`config.mk`:
```
export PLATFORM = sky130hd
export DESIGN_NAME = seec_mem_flat
export DESIGN_NICKNAME = d
export VERILOG_FILES = /design/src/common/seec_pkg.sv /design/src/common/seec_if.sv /design/src/hw/seec_mem.sv /design/src/flat_wrapper.sv
export SDC_FILE = /design/constraint.sdc
export NUM_CORES = 1
export LEC_CHECK = 0
export BUFFER_PORTS_ARGS = -buffer_cell sky130_fd_sc_hd__buf_2
export CAP_MARGIN = 20
export CORE_ASPECT_RATIO = 0.5
export CORE_MARGIN = 3
export CORE_UTILIZATION = 40
export CTS_CLUSTER_DIAMETER = 40
export DETAILED_ROUTE_END_ITERATION = 10
export PLACE_DENSITY = 0.62
export SLEW_MARGIN = 0
export SYNTH_ARGS = -nofsm -noshare
export SYNTH_HDL_FRONTEND = slang
export SYNTH_SLANG_ARGS = --single-unit
```
`constraint.sdc`:
```
create_clock -name i_mclk -period 2.84 [get_ports i_mclk]
set_input_delay 0.142 -clock i_mclk [delete_from_list [all_inputs] [get_ports i_mclk]]
set_output_delay 0.142 -clock i_mclk [all_outputs]
set_load 0.05 [all_outputs]
```
`src/common/seec_pkg.sv`:
```
// shared constants and types for the serial memory link
package seec_pkg;
    // ************************************************************
    // timing
    // ************************************************************
    localparam int CLK_MHZ       = 25;
    localparam int CS_LOW_NS     = 1000;
    localparam int CS_LOW_CYC    = (CS_LOW_NS * CLK_MHZ + 999) / 1000;
    localparam int DUMMY_NS      = 500;
    localparam int DUMMY_CYC     = (DUMMY_NS * CLK_MHZ) / 1000;
    localparam int SK_HALF_CYC   = 4;
    localparam int PROG_CYC      = 200;
    // ************************************************************
    // frame layout
    // ************************************************************
    localparam int ADDR_W        = 6;
    localparam int DATA_W        = 16;
    localparam int OP_W          = 2;
    localparam int HDR_W         = OP_W + ADDR_W;
    localparam int DEPTH         = 64;
    // ************************************************************
    // opcodes and extended sub codes
    // ************************************************************
    localparam logic [1:0] OP_EXT   = 2'h0;
    localparam logic [1:0] OP_WRITE = 2'h1;
    localparam logic [1:0] OP_READ  = 2'h2;
    localparam logic [1:0] OP_ERASE = 2'h3;
    localparam logic [1:0] SUB_DIS  = 2'h0;
    localparam logic [1:0] SUB_WRITE_ALL_CMD = 2'h1;
    localparam logic [1:0] SUB_ERASE_ALL_CMD = 2'h2;
    localparam logic [1:0] SUB_EN   = 2'h3;
    localparam logic [15:0] ERASED  = 16'hFFFF;
    // ************************************************************
    // host command codes
    // ************************************************************
    typedef enum logic [2:0] {
        SEEC_CMD_READ  = 3'h0,
        SEEC_CMD_WRITE = 3'h1,
        SEEC_CMD_ERASE = 3'h2,
        SEEC_CMD_EWEN  = 3'h3,
        SEEC_CMD_EWDS  = 3'h4,
        SEEC_CMD_ERASE_ALL_CMD  = 3'h5,
        SEEC_CMD_WRITE_ALL_CMD  = 3'h6
    } seec_cmd_t;
endpackage

```
`src/common/seec_if.sv`:
```
// three wire link between host and serial memory, shared data line
`timescale 1ns/10ps
interface seec_if;
    logic select;
    logic serial_clock;
    logic host_do;
    logic host_oe;
    logic mem_do;
    logic mem_oe;
    logic data_line;
    // pulled high when nobody drives
    assign data_line = mem_oe ? mem_do : (host_oe ? host_do : 1'b1);
    modport host (output select, output serial_clock, output host_do, output host_oe,
                  input mem_do, input mem_oe, input data_line);
    modport mem (input select, input serial_clock, input host_do, input host_oe,
                 output mem_do, output mem_oe, input data_line);
endinterface

```
`src/hw/seec_mem.sv`:
```
// serial memory end of the link
`timescale 1ns/10ps
module seec_mem
    import seec_pkg::*;
#(
    parameter int PROG_CYCLES = PROG_CYC
) (
    // clock and reset
    input  wire logic        i_mclk,
    input  wire logic        i_rst,
    // link
    seec_if.mem              link,
    // user side status
    output logic             o_busy,
    output logic             o_status_mode
);
    // ************************************************************
    // pin synchronisers
    // ************************************************************
    logic [1:0] cs_s_q, sk_s_q, di_s_q;
    logic [1:0] cs_s_d, sk_s_d, di_s_d;
    logic       cs_p_q, sk_p_q, cs_p_d, sk_p_d;
    always_comb begin
        cs_s_d = {cs_s_q[0], link.select};
        sk_s_d = {sk_s_q[0], link.serial_clock};
        di_s_d = {di_s_q[0], link.data_line};
        cs_p_d = cs_s_q[1];
        sk_p_d = sk_s_q[1];
    end
    always_ff @(posedge i_mclk or posedge i_rst) begin
        if (i_rst) begin
            cs_s_q <= 2'h0;
            sk_s_q <= 2'h0;
            di_s_q <= 2'h3;
            cs_p_q <= 1'b0;
            sk_p_q <= 1'b0;
        end else begin
            cs_s_q <= cs_s_d;
            sk_s_q <= sk_s_d;
            di_s_q <= di_s_d;
            cs_p_q <= cs_p_d;
            sk_p_q <= sk_p_d;
        end
    end
    logic cs, di, sk_rise, cs_fall, cs_rise;
    assign cs      = cs_s_q[1];
    assign di      = di_s_q[1];
    assign sk_rise = sk_s_q[1] & ~sk_p_q;
    assign cs_fall = ~cs_s_q[1] & cs_p_q;
    assign cs_rise = cs_s_q[1] & ~cs_p_q;

    // ************************************************************
    // decoder state
    // ************************************************************
    typedef enum logic [4:0] {
        ST_IDLE = 5'h01,
        ST_HDR  = 5'h02,
        ST_DUMY = 5'h04,
        ST_RDAT = 5'h08,
        ST_WDAT = 5'h10
    } seec_mst_t;
    seec_mst_t   st_q, st_d;
    logic [HDR_W-1:0]  hdr_q, hdr_d;
    logic [DATA_W-1:0] sh_q, sh_d;
    logic [4:0]  cnt_q, cnt_d;
    logic [7:0]  dly_q, dly_d;
    logic        oe_q, oe_d, do_q, do_d;
    logic        pend_q, pend_d;
    logic        ewen_q, ewen_d;
    logic        stat_q, stat_d;
    logic        lowok_q, lowok_d;
    logic        armd_q, armd_d;
    logic [7:0]  lowc_q, lowc_d;
    logic [15:0] prog_q, prog_d;
    logic [DATA_W-1:0] mem_q [DEPTH];
    logic        wr_en;
    logic        wr_all;
    logic [ADDR_W-1:0] wr_a;
    logic [DATA_W-1:0] wr_v;

    function automatic logic is_prog(input logic [HDR_W-1:0] h);
        logic [1:0] sub;
        sub = h[ADDR_W-1 -: 2];
        return (h[HDR_W-1 -: OP_W] == OP_WRITE) || (h[HDR_W-1 -: OP_W] == OP_ERASE)
            || (h[HDR_W-1 -: OP_W] == OP_EXT && (sub == SUB_WRITE_ALL_CMD || sub == SUB_ERASE_ALL_CMD));
    endfunction

    always_comb begin
        st_d = st_q; hdr_d = hdr_q; sh_d = sh_q; cnt_d = cnt_q; dly_d = dly_q;
        oe_d = oe_q; do_d = do_q; pend_d = pend_q; ewen_d = ewen_q; stat_d = stat_q;
        lowok_d = lowok_q; lowc_d = lowc_q; armd_d = armd_q;
        prog_d = (prog_q != 16'h0) ? 16'(prog_q - 16'h1) : prog_q;
        wr_en = 1'b0; wr_all = 1'b0; wr_a = hdr_q[ADDR_W-1:0]; wr_v = sh_q;
        // select low time counter
        if (cs) begin
            lowc_d = 8'h0;
        end else if (lowc_q < 8'(CS_LOW_CYC)) begin
            lowc_d = 8'(lowc_q + 8'h1);
        end else begin
            lowok_d = 1'b1;
        end
        if (!cs) begin
            st_d = ST_IDLE; hdr_d = '0; cnt_d = 5'h0;
            if (!stat_q) begin
                oe_d = 1'b0;
            end
        end
        if (cs_fall) begin
            lowok_d = 1'b0;
            if (pend_q) begin
                pend_d = 1'b0;
                armd_d = 1'b1;
                prog_d = 16'(PROG_CYCLES);
                if (hdr_q[HDR_W-1 -: OP_W] == OP_EXT) begin
                    wr_all = 1'b1;
                    wr_v = (hdr_q[ADDR_W-1 -: 2] == SUB_ERASE_ALL_CMD) ? ERASED : sh_q;
                end else begin
                    wr_v = (hdr_q[HDR_W-1 -: OP_W] == OP_ERASE) ? ERASED : sh_q;
                end
                wr_en = ewen_q;
            end
        end
        // status only follows a programming start, else it fights the next frame
        if (cs_rise && lowok_q && armd_q) begin
            stat_d = 1'b1;
            armd_d = 1'b0;
        end
        if (stat_q) begin
            oe_d = cs;
            do_d = (prog_q == 16'h0);
        end
        if (cs && sk_rise) begin
            case (st_q)
            ST_IDLE: begin
                if (di) begin
                    stat_d = 1'b0;
                    oe_d = 1'b0;
                    st_d = ST_HDR; cnt_d = 5'h0;
                end
            end
            ST_HDR: begin
                hdr_d = {hdr_q[HDR_W-2:0], di};
                cnt_d = 5'(cnt_q + 5'h1);
                if (cnt_q == 5'(HDR_W - 1)) begin
                    cnt_d = 5'h0;
                    if (hdr_q[HDR_W-2 -: OP_W] == OP_READ) begin
                        st_d = ST_DUMY; dly_d = 8'(DUMMY_CYC);
                        sh_d = mem_q[{hdr_q[ADDR_W-2:0], di}];
                    end else if (hdr_q[HDR_W-2 -: OP_W] == OP_WRITE
                              || (hdr_q[HDR_W-2 -: OP_W] == OP_EXT
                                  && hdr_q[ADDR_W-2 -: 2] == SUB_WRITE_ALL_CMD)) begin
                        st_d = ST_WDAT;
                    end else begin
                        st_d = ST_IDLE;
                        if (hdr_q[HDR_W-2 -: OP_W] == OP_EXT) begin
                            if (hdr_q[ADDR_W-2 -: 2] == SUB_EN) ewen_d = 1'b1;
                            if (hdr_q[ADDR_W-2 -: 2] == SUB_DIS) ewen_d = 1'b0;
                        end
                        pend_d = is_prog({hdr_q[HDR_W-2:0], di});
                    end
                end
            end
            ST_WDAT: begin
                sh_d = {sh_q[DATA_W-2:0], di};
                cnt_d = 5'(cnt_q + 5'h1);
                if (cnt_q == 5'(DATA_W - 1)) begin
                    st_d = ST_IDLE; pend_d = 1'b1;
                end
            end
            ST_RDAT: begin
                do_d = sh_q[DATA_W-1];
                sh_d = {sh_q[DATA_W-2:0], 1'b0};
            end
            // clock rises before the dummy bit are ignored
            ST_DUMY: ;
            default: st_d = ST_IDLE;
            endcase
        end
        if (cs && st_q == ST_DUMY) begin
            if (dly_q == 8'h0) begin
                oe_d = 1'b1; do_d = 1'b0;
                st_d = ST_RDAT;
            end else begin
                dly_d = 8'(dly_q - 8'h1);
            end
        end
    end

    always_ff @(posedge i_mclk or posedge i_rst) begin
        if (i_rst) begin
            st_q <= ST_IDLE; hdr_q <= '0; sh_q <= '0; cnt_q <= 5'h0; dly_q <= 8'h0;
            oe_q <= 1'b0; do_q <= 1'b1; pend_q <= 1'b0; ewen_q <= 1'b0;
            stat_q <= 1'b1;
            lowok_q <= 1'b0; lowc_q <= 8'h0; prog_q <= 16'h0;
            armd_q <= 1'b0;
        end else begin
            st_q <= st_d; hdr_q <= hdr_d; sh_q <= sh_d; cnt_q <= cnt_d; dly_q <= dly_d;
            oe_q <= oe_d; do_q <= do_d; pend_q <= pend_d; ewen_q <= ewen_d;
            stat_q <= stat_d; lowok_q <= lowok_d; lowc_q <= lowc_d; prog_q <= prog_d;
            armd_q <= armd_d;
        end
    end
    // memory array, no reset
    always_ff @(posedge i_mclk) begin
        for (int i = 0; i < DEPTH; i++) begin
            if (wr_en && (wr_all || wr_a == ADDR_W'(i))) begin
                mem_q[i] <= wr_v;
            end
        end
    end

    assign link.mem_oe   = oe_q;
    assign link.mem_do   = do_q;
    assign o_busy        = (prog_q != 16'h0);
    assign o_status_mode = stat_q;
endmodule

```
`src/flat_wrapper.sv`:
```
// flat-port wrapper written by rule: the top's interface ports become plain ports
module seec_mem_flat import seec_pkg::*;
#(
    parameter int PROG_CYCLES = PROG_CYC
)
  (i_mclk, i_rst, o_busy, o_status_mode, link_select, link_serial_clock, link_host_do, link_host_oe, link_mem_do, link_mem_oe);
  seec_if link_i ();
  input  wire logic i_mclk;
  input  wire logic i_rst;
  output logic o_busy;
  output logic o_status_mode;
  input wire logic [$bits(link_i.select)-1:0] link_select;
  input wire logic [$bits(link_i.serial_clock)-1:0] link_serial_clock;
  input wire logic [$bits(link_i.host_do)-1:0] link_host_do;
  input wire logic [$bits(link_i.host_oe)-1:0] link_host_oe;
  output wire logic [$bits(link_i.mem_do)-1:0] link_mem_do;
  output wire logic [$bits(link_i.mem_oe)-1:0] link_mem_oe;
  assign link_i.select = link_select;
  assign link_i.serial_clock = link_serial_clock;
  assign link_i.host_do = link_host_do;
  assign link_i.host_oe = link_host_oe;
  assign link_mem_do = link_i.mem_do;
  assign link_mem_oe = link_i.mem_oe;
  seec_mem #(.PROG_CYCLES(PROG_CYCLES)) u_core (.i_mclk(i_mclk), .i_rst(i_rst), .link(link_i), .o_busy(o_busy), .o_status_mode(o_status_mode));
endmodule
```
==> key figures <==
Global route
  – Number of global-route vias before repair: 23,710
  – Largest net degree at the start of global routing: 102
  – Initial antenna violation count: 3
  – Residual overflow from global routing: 0
  – All-Layer GR Usage: 18.90%
  – First-pass GRT wire length: 159.1 mm

Worst hold path
  – HP Start: link_select
  – WHS Endpoint: u_core.cs_s_q[0]$_DFF_PP0_
  – Cell count of the worst hold path: 2
  – Worst hold path class: in2reg

Floorplanning
  – Die width: 475.5 µm
  – Starting density of the core: 40.64%
  – Die Y: 240.7 µm
  – I/O Pins: 10
  – Die area: 114,500 µm²
  – Core Area: 108,500 µm²
  – FP Rows: 85

CTS
  – Worst-path clk slew: 0.06 ns
  – Worst-skew pair later-pin latency: 0.71 ns
  – Clock sinks: 1,105
  – CTS tree: built
  – CTS root buf: clkbuf_16
  – TritonCTS Buffers: ~110
  – H-tree levels: 3
  – CTS max path bufs: 3

Drt
  – DRT iter0 DRCs: 2,383
  – Vias per inst: between 5 and 6
  – ANT nets after route: 0
  – # DRC: 0
  – WL/cell: 25.48 µm
  – Final wirelength: ~110 mm
  – Via count: 23,680
  – Drt first pass iters: 5

Setup path
  – RR Startpoint: u_core.hdr_q[3]$_DFF_PP0_
  – CP top delay family: simple AND/OR/NAND/NOR gates
  – WS Path Type: reg2out
  – Reg2Reg Capture Point: u_core.sh_q[2]$_DFFE_PP0P_
  – Reg2Reg Setup Slack: about 0.13 ns
  – Crit path DAT: 2.60 ns
  – Max stage delay on crit path: 0.56 ns
  – Worst Setup Start Kind: flop
  – Critical Path Fanout Max: 4
  – CP max stage cell: or4_4
  – Worst path required time: 2.70 ns
  – Worst path bufs/invs: 1
  – CP Capture Type: output pin
  – R2R cell count: 6
  – CP Cell Sequence: or4_4, or4b_4, or2_4, buf_6

Power and ir drop
  – Psw: 6.890 mW
  – Sw frac: between 20% and 30%
  – PwrDens: 648.8 nW/µm²
  – Leakage: around 19 nW
  – Sequential power share: 52.9%
  – Worst vdd rail ir drop: 500.8 µV
  – Logic gate share of total power: 2.0%
  – Pint: approximately 27 mW
  – Proportion of power drawn by the clock network: 45.1%
  – Power, Total: 33.62 mW

Final layout
  – Fill cells: 8,936
  – Multi-input gate area: 10,860 µm²
  – Share of layout cells above drive strength 1: 24.33%
  – Core Util, Final: 47.77%
  – Reg area: 32,800 µm²
  – Layout Nets: 2,710
  – Layout area overhead: 17.56%

Yosys
  – Share of synthesized flip-flops with an asynchronous set or reset: 7.330%
  – Synth Flop Type: edfxtp_1
  – Yosys warns: 0
  – Synthesized area: approximately 44,000 µm²
  – Distinct cells, synth: between 60 and 70
  – Post-Synthesis Cells: around 2,500
  – Area leader, netlist: edfxtp_1
  – Number of synthesized register bits: 1,105
  – Synth top area cells: edfxtp_1, mux4_2, mux2i_1
  – Synth cell count leaders: edfxtp_1, mux2i_1, nand2_1, a22oi_1, mux4_2
  – Syn nets: roughly 2,500
  – Top-count cell post-synth: edfxtp_1
  – Post-synth EDFFs: 1,024
  – Avg Synthesized Cell Area: ~18 µm²
  – Sequential fraction of the synthesis area: 74.37%
  – Share of the synthesized area in the top cell type: a little over two thirds

STA
  – Setup tns final: 0 ns
  – Unrepaired setup endpoints after global routing: no
  – Least-Margin Pin Slew: 0.8921 ns
  – Setup WS post-layout: a little under 0.1 ns
  – Max-slew headroom: between 40% and 50%
  – Setup-failing EPs final: 0
  – Clock Skews: 0.03238 ns
  – Hold Vio Cnt, Final: 0
  – Final Cycle Share: 96.53%
  – Post-route minimum period: 2.742 ns
  – Fmax: about 360 MHz
  – Fin. max-slew vios: 0

Placed design
  – Hpwl dp: 64.81 mm
  – Pre-CTS setup slack: about 0.20 ns
  – Routability Congestion: 0.8287
  – IO Port Bufs: 9

Job
  – Max-cap violations: 0

Status
  – Status: complete, no violations
## final cells by class
| type | instances | share of cell area (%) |
|---|---|---|
| Timing Repair Buffer | 232 | 4.730 |
| Tap cell | 1435 | 3.465 |
| Clock buffer | 139 | 5.947 |
| Inverter | 18 | 0.1328 |
| Antenna cell | 2 | 0.009658 |
| Clock inverter | 70 | 1.480 |
| Multi-Input combinational cell | 1223 | 20.95 |
| Sequential cell | 1105 | 63.29 |
## what timing repair did
| item | in CTS | in global routing |
|---|---|---|
| endpoints found under the hold margin | 45 | 0 |
| pin swaps | 1 | 3 |
| endpoints found under the setup margin | 1 | 1 |
| buffers inserted | 3 | 2 |
| hold buffers | 5 | 0 |
| gates resized for setup | 2 | 2 |
## power by group through the flow
stage | Combinational [mW] | Sequential, mW | Clock [mW]
detailed placement | 0.615 | 18.1 | 0
global route | 0.755 | 17.8 | 16.2
floorplan | 0.447 | 18.1 | 0
global placement | 0.601 | 18.1 | 0
finish | 0.674 | 17.8 | 15.2
CTS | 0.654 | 17.8 | 15.5
## worst max path at each step
stage | slack (ns) | start | to | depth (start not counted)
6_report | 0.1 | u_core.prog_q[9]$_DFF_PP0_ | o_busy | 4
5_1_grt | 0.002 | u_core.prog_q[9]$_DFF_PP0_ | o_busy | 4
3_3_place_gp | 0.20 | u_core.hdr_q[1]$_DFF_PP0_ | u_core.sh_q[11]$_DFFE_PP0P_ | 6
3_5_place_dp | 0.20 | u_core.hdr_q[1]$_DFF_PP0_ | u_core.sh_q[10]$_DFFE_PP0P_ | 6
2_1_floorplan | 0.05 | u_core.hdr_q[1]$_DFF_PP0_ | u_core.mem_q[30][0]$_DFFE_PP_ | 8
4_1_cts | 0.002 | u_core.prog_q[7]$_DFF_PP0_ | o_busy | 4
## logic make-up (layout without fill, tap and decap cells)
family                     count (synthesis)  in the layout  share of synthesized area [%]
adders and majority gates                 10             10                         0.2838
and+or+nand+nor                          417            417                          4.564
other                                      0              2                              0
xor gates and xnor gates                  15             15                         0.2980
muxes                                    440            440                          13.72
DFF                                     1105           1105                          74.37
buffers and inverters                    171            459                          1.683
AOI/OAI and AO/OA                        341            341                          5.086
## per-stage QoR
step,cells,hold slack [ns],cell area [µm²]
floorplan,2499,0.1734,44140
detailed placement,4003,0.2513,47860
finish,4224,0.08986,51820
global placement,4003,0.2503,47860
CTS,4220,0.02197,51790
global route,4222,0.06191,51810
## state kept, by name, summed over array words and instances, names as in the netlist, 2 cells and up
register and count:
u_core.prog_q 16, u_core.di_s_q 2, u_core.sk_s_q 2, u_core.st_q 5, u_core.lowc_q 8, u_core.cs_s_q 2
u_core.dly_q 8, u_core.cnt_q 5, u_core.sh_q 16, u_core.hdr_q 8, u_core.mem_q 1024
## cells in the final DEF (no fill, tap or decap), drive strengths merged, types with 74 or more instances in the layout
cell	count
edfxtp	1024
mux2i	281
buf	227
nand2	150
clkbuf	139
a22oi	132
mux4	127
a21oi	105
dfrtp	76
nor2	74
## per-layer routing
layer / share of wire (%) / GRT usage, % / up-vias
met2: 46 / 28.77 / 828
met5: 0.022 / 0 / -
met1: 44 / 26.89 / 12310
met4: 2.4 / 5.106 / 4
li1: - / - / 10370
met3: 8.4 / 5.256 / 164
## worst reg2reg max path, stage by stage (launching register included)
cell and delay (ns):
dfrtp_4 0.50, buf_12 0.46, mux4_2 0.58, mux2_2 0.32, a22oi_1 0.38, buf_4 0.22, a41oi_1 0.12
Power figures use the tool's default switching activity.
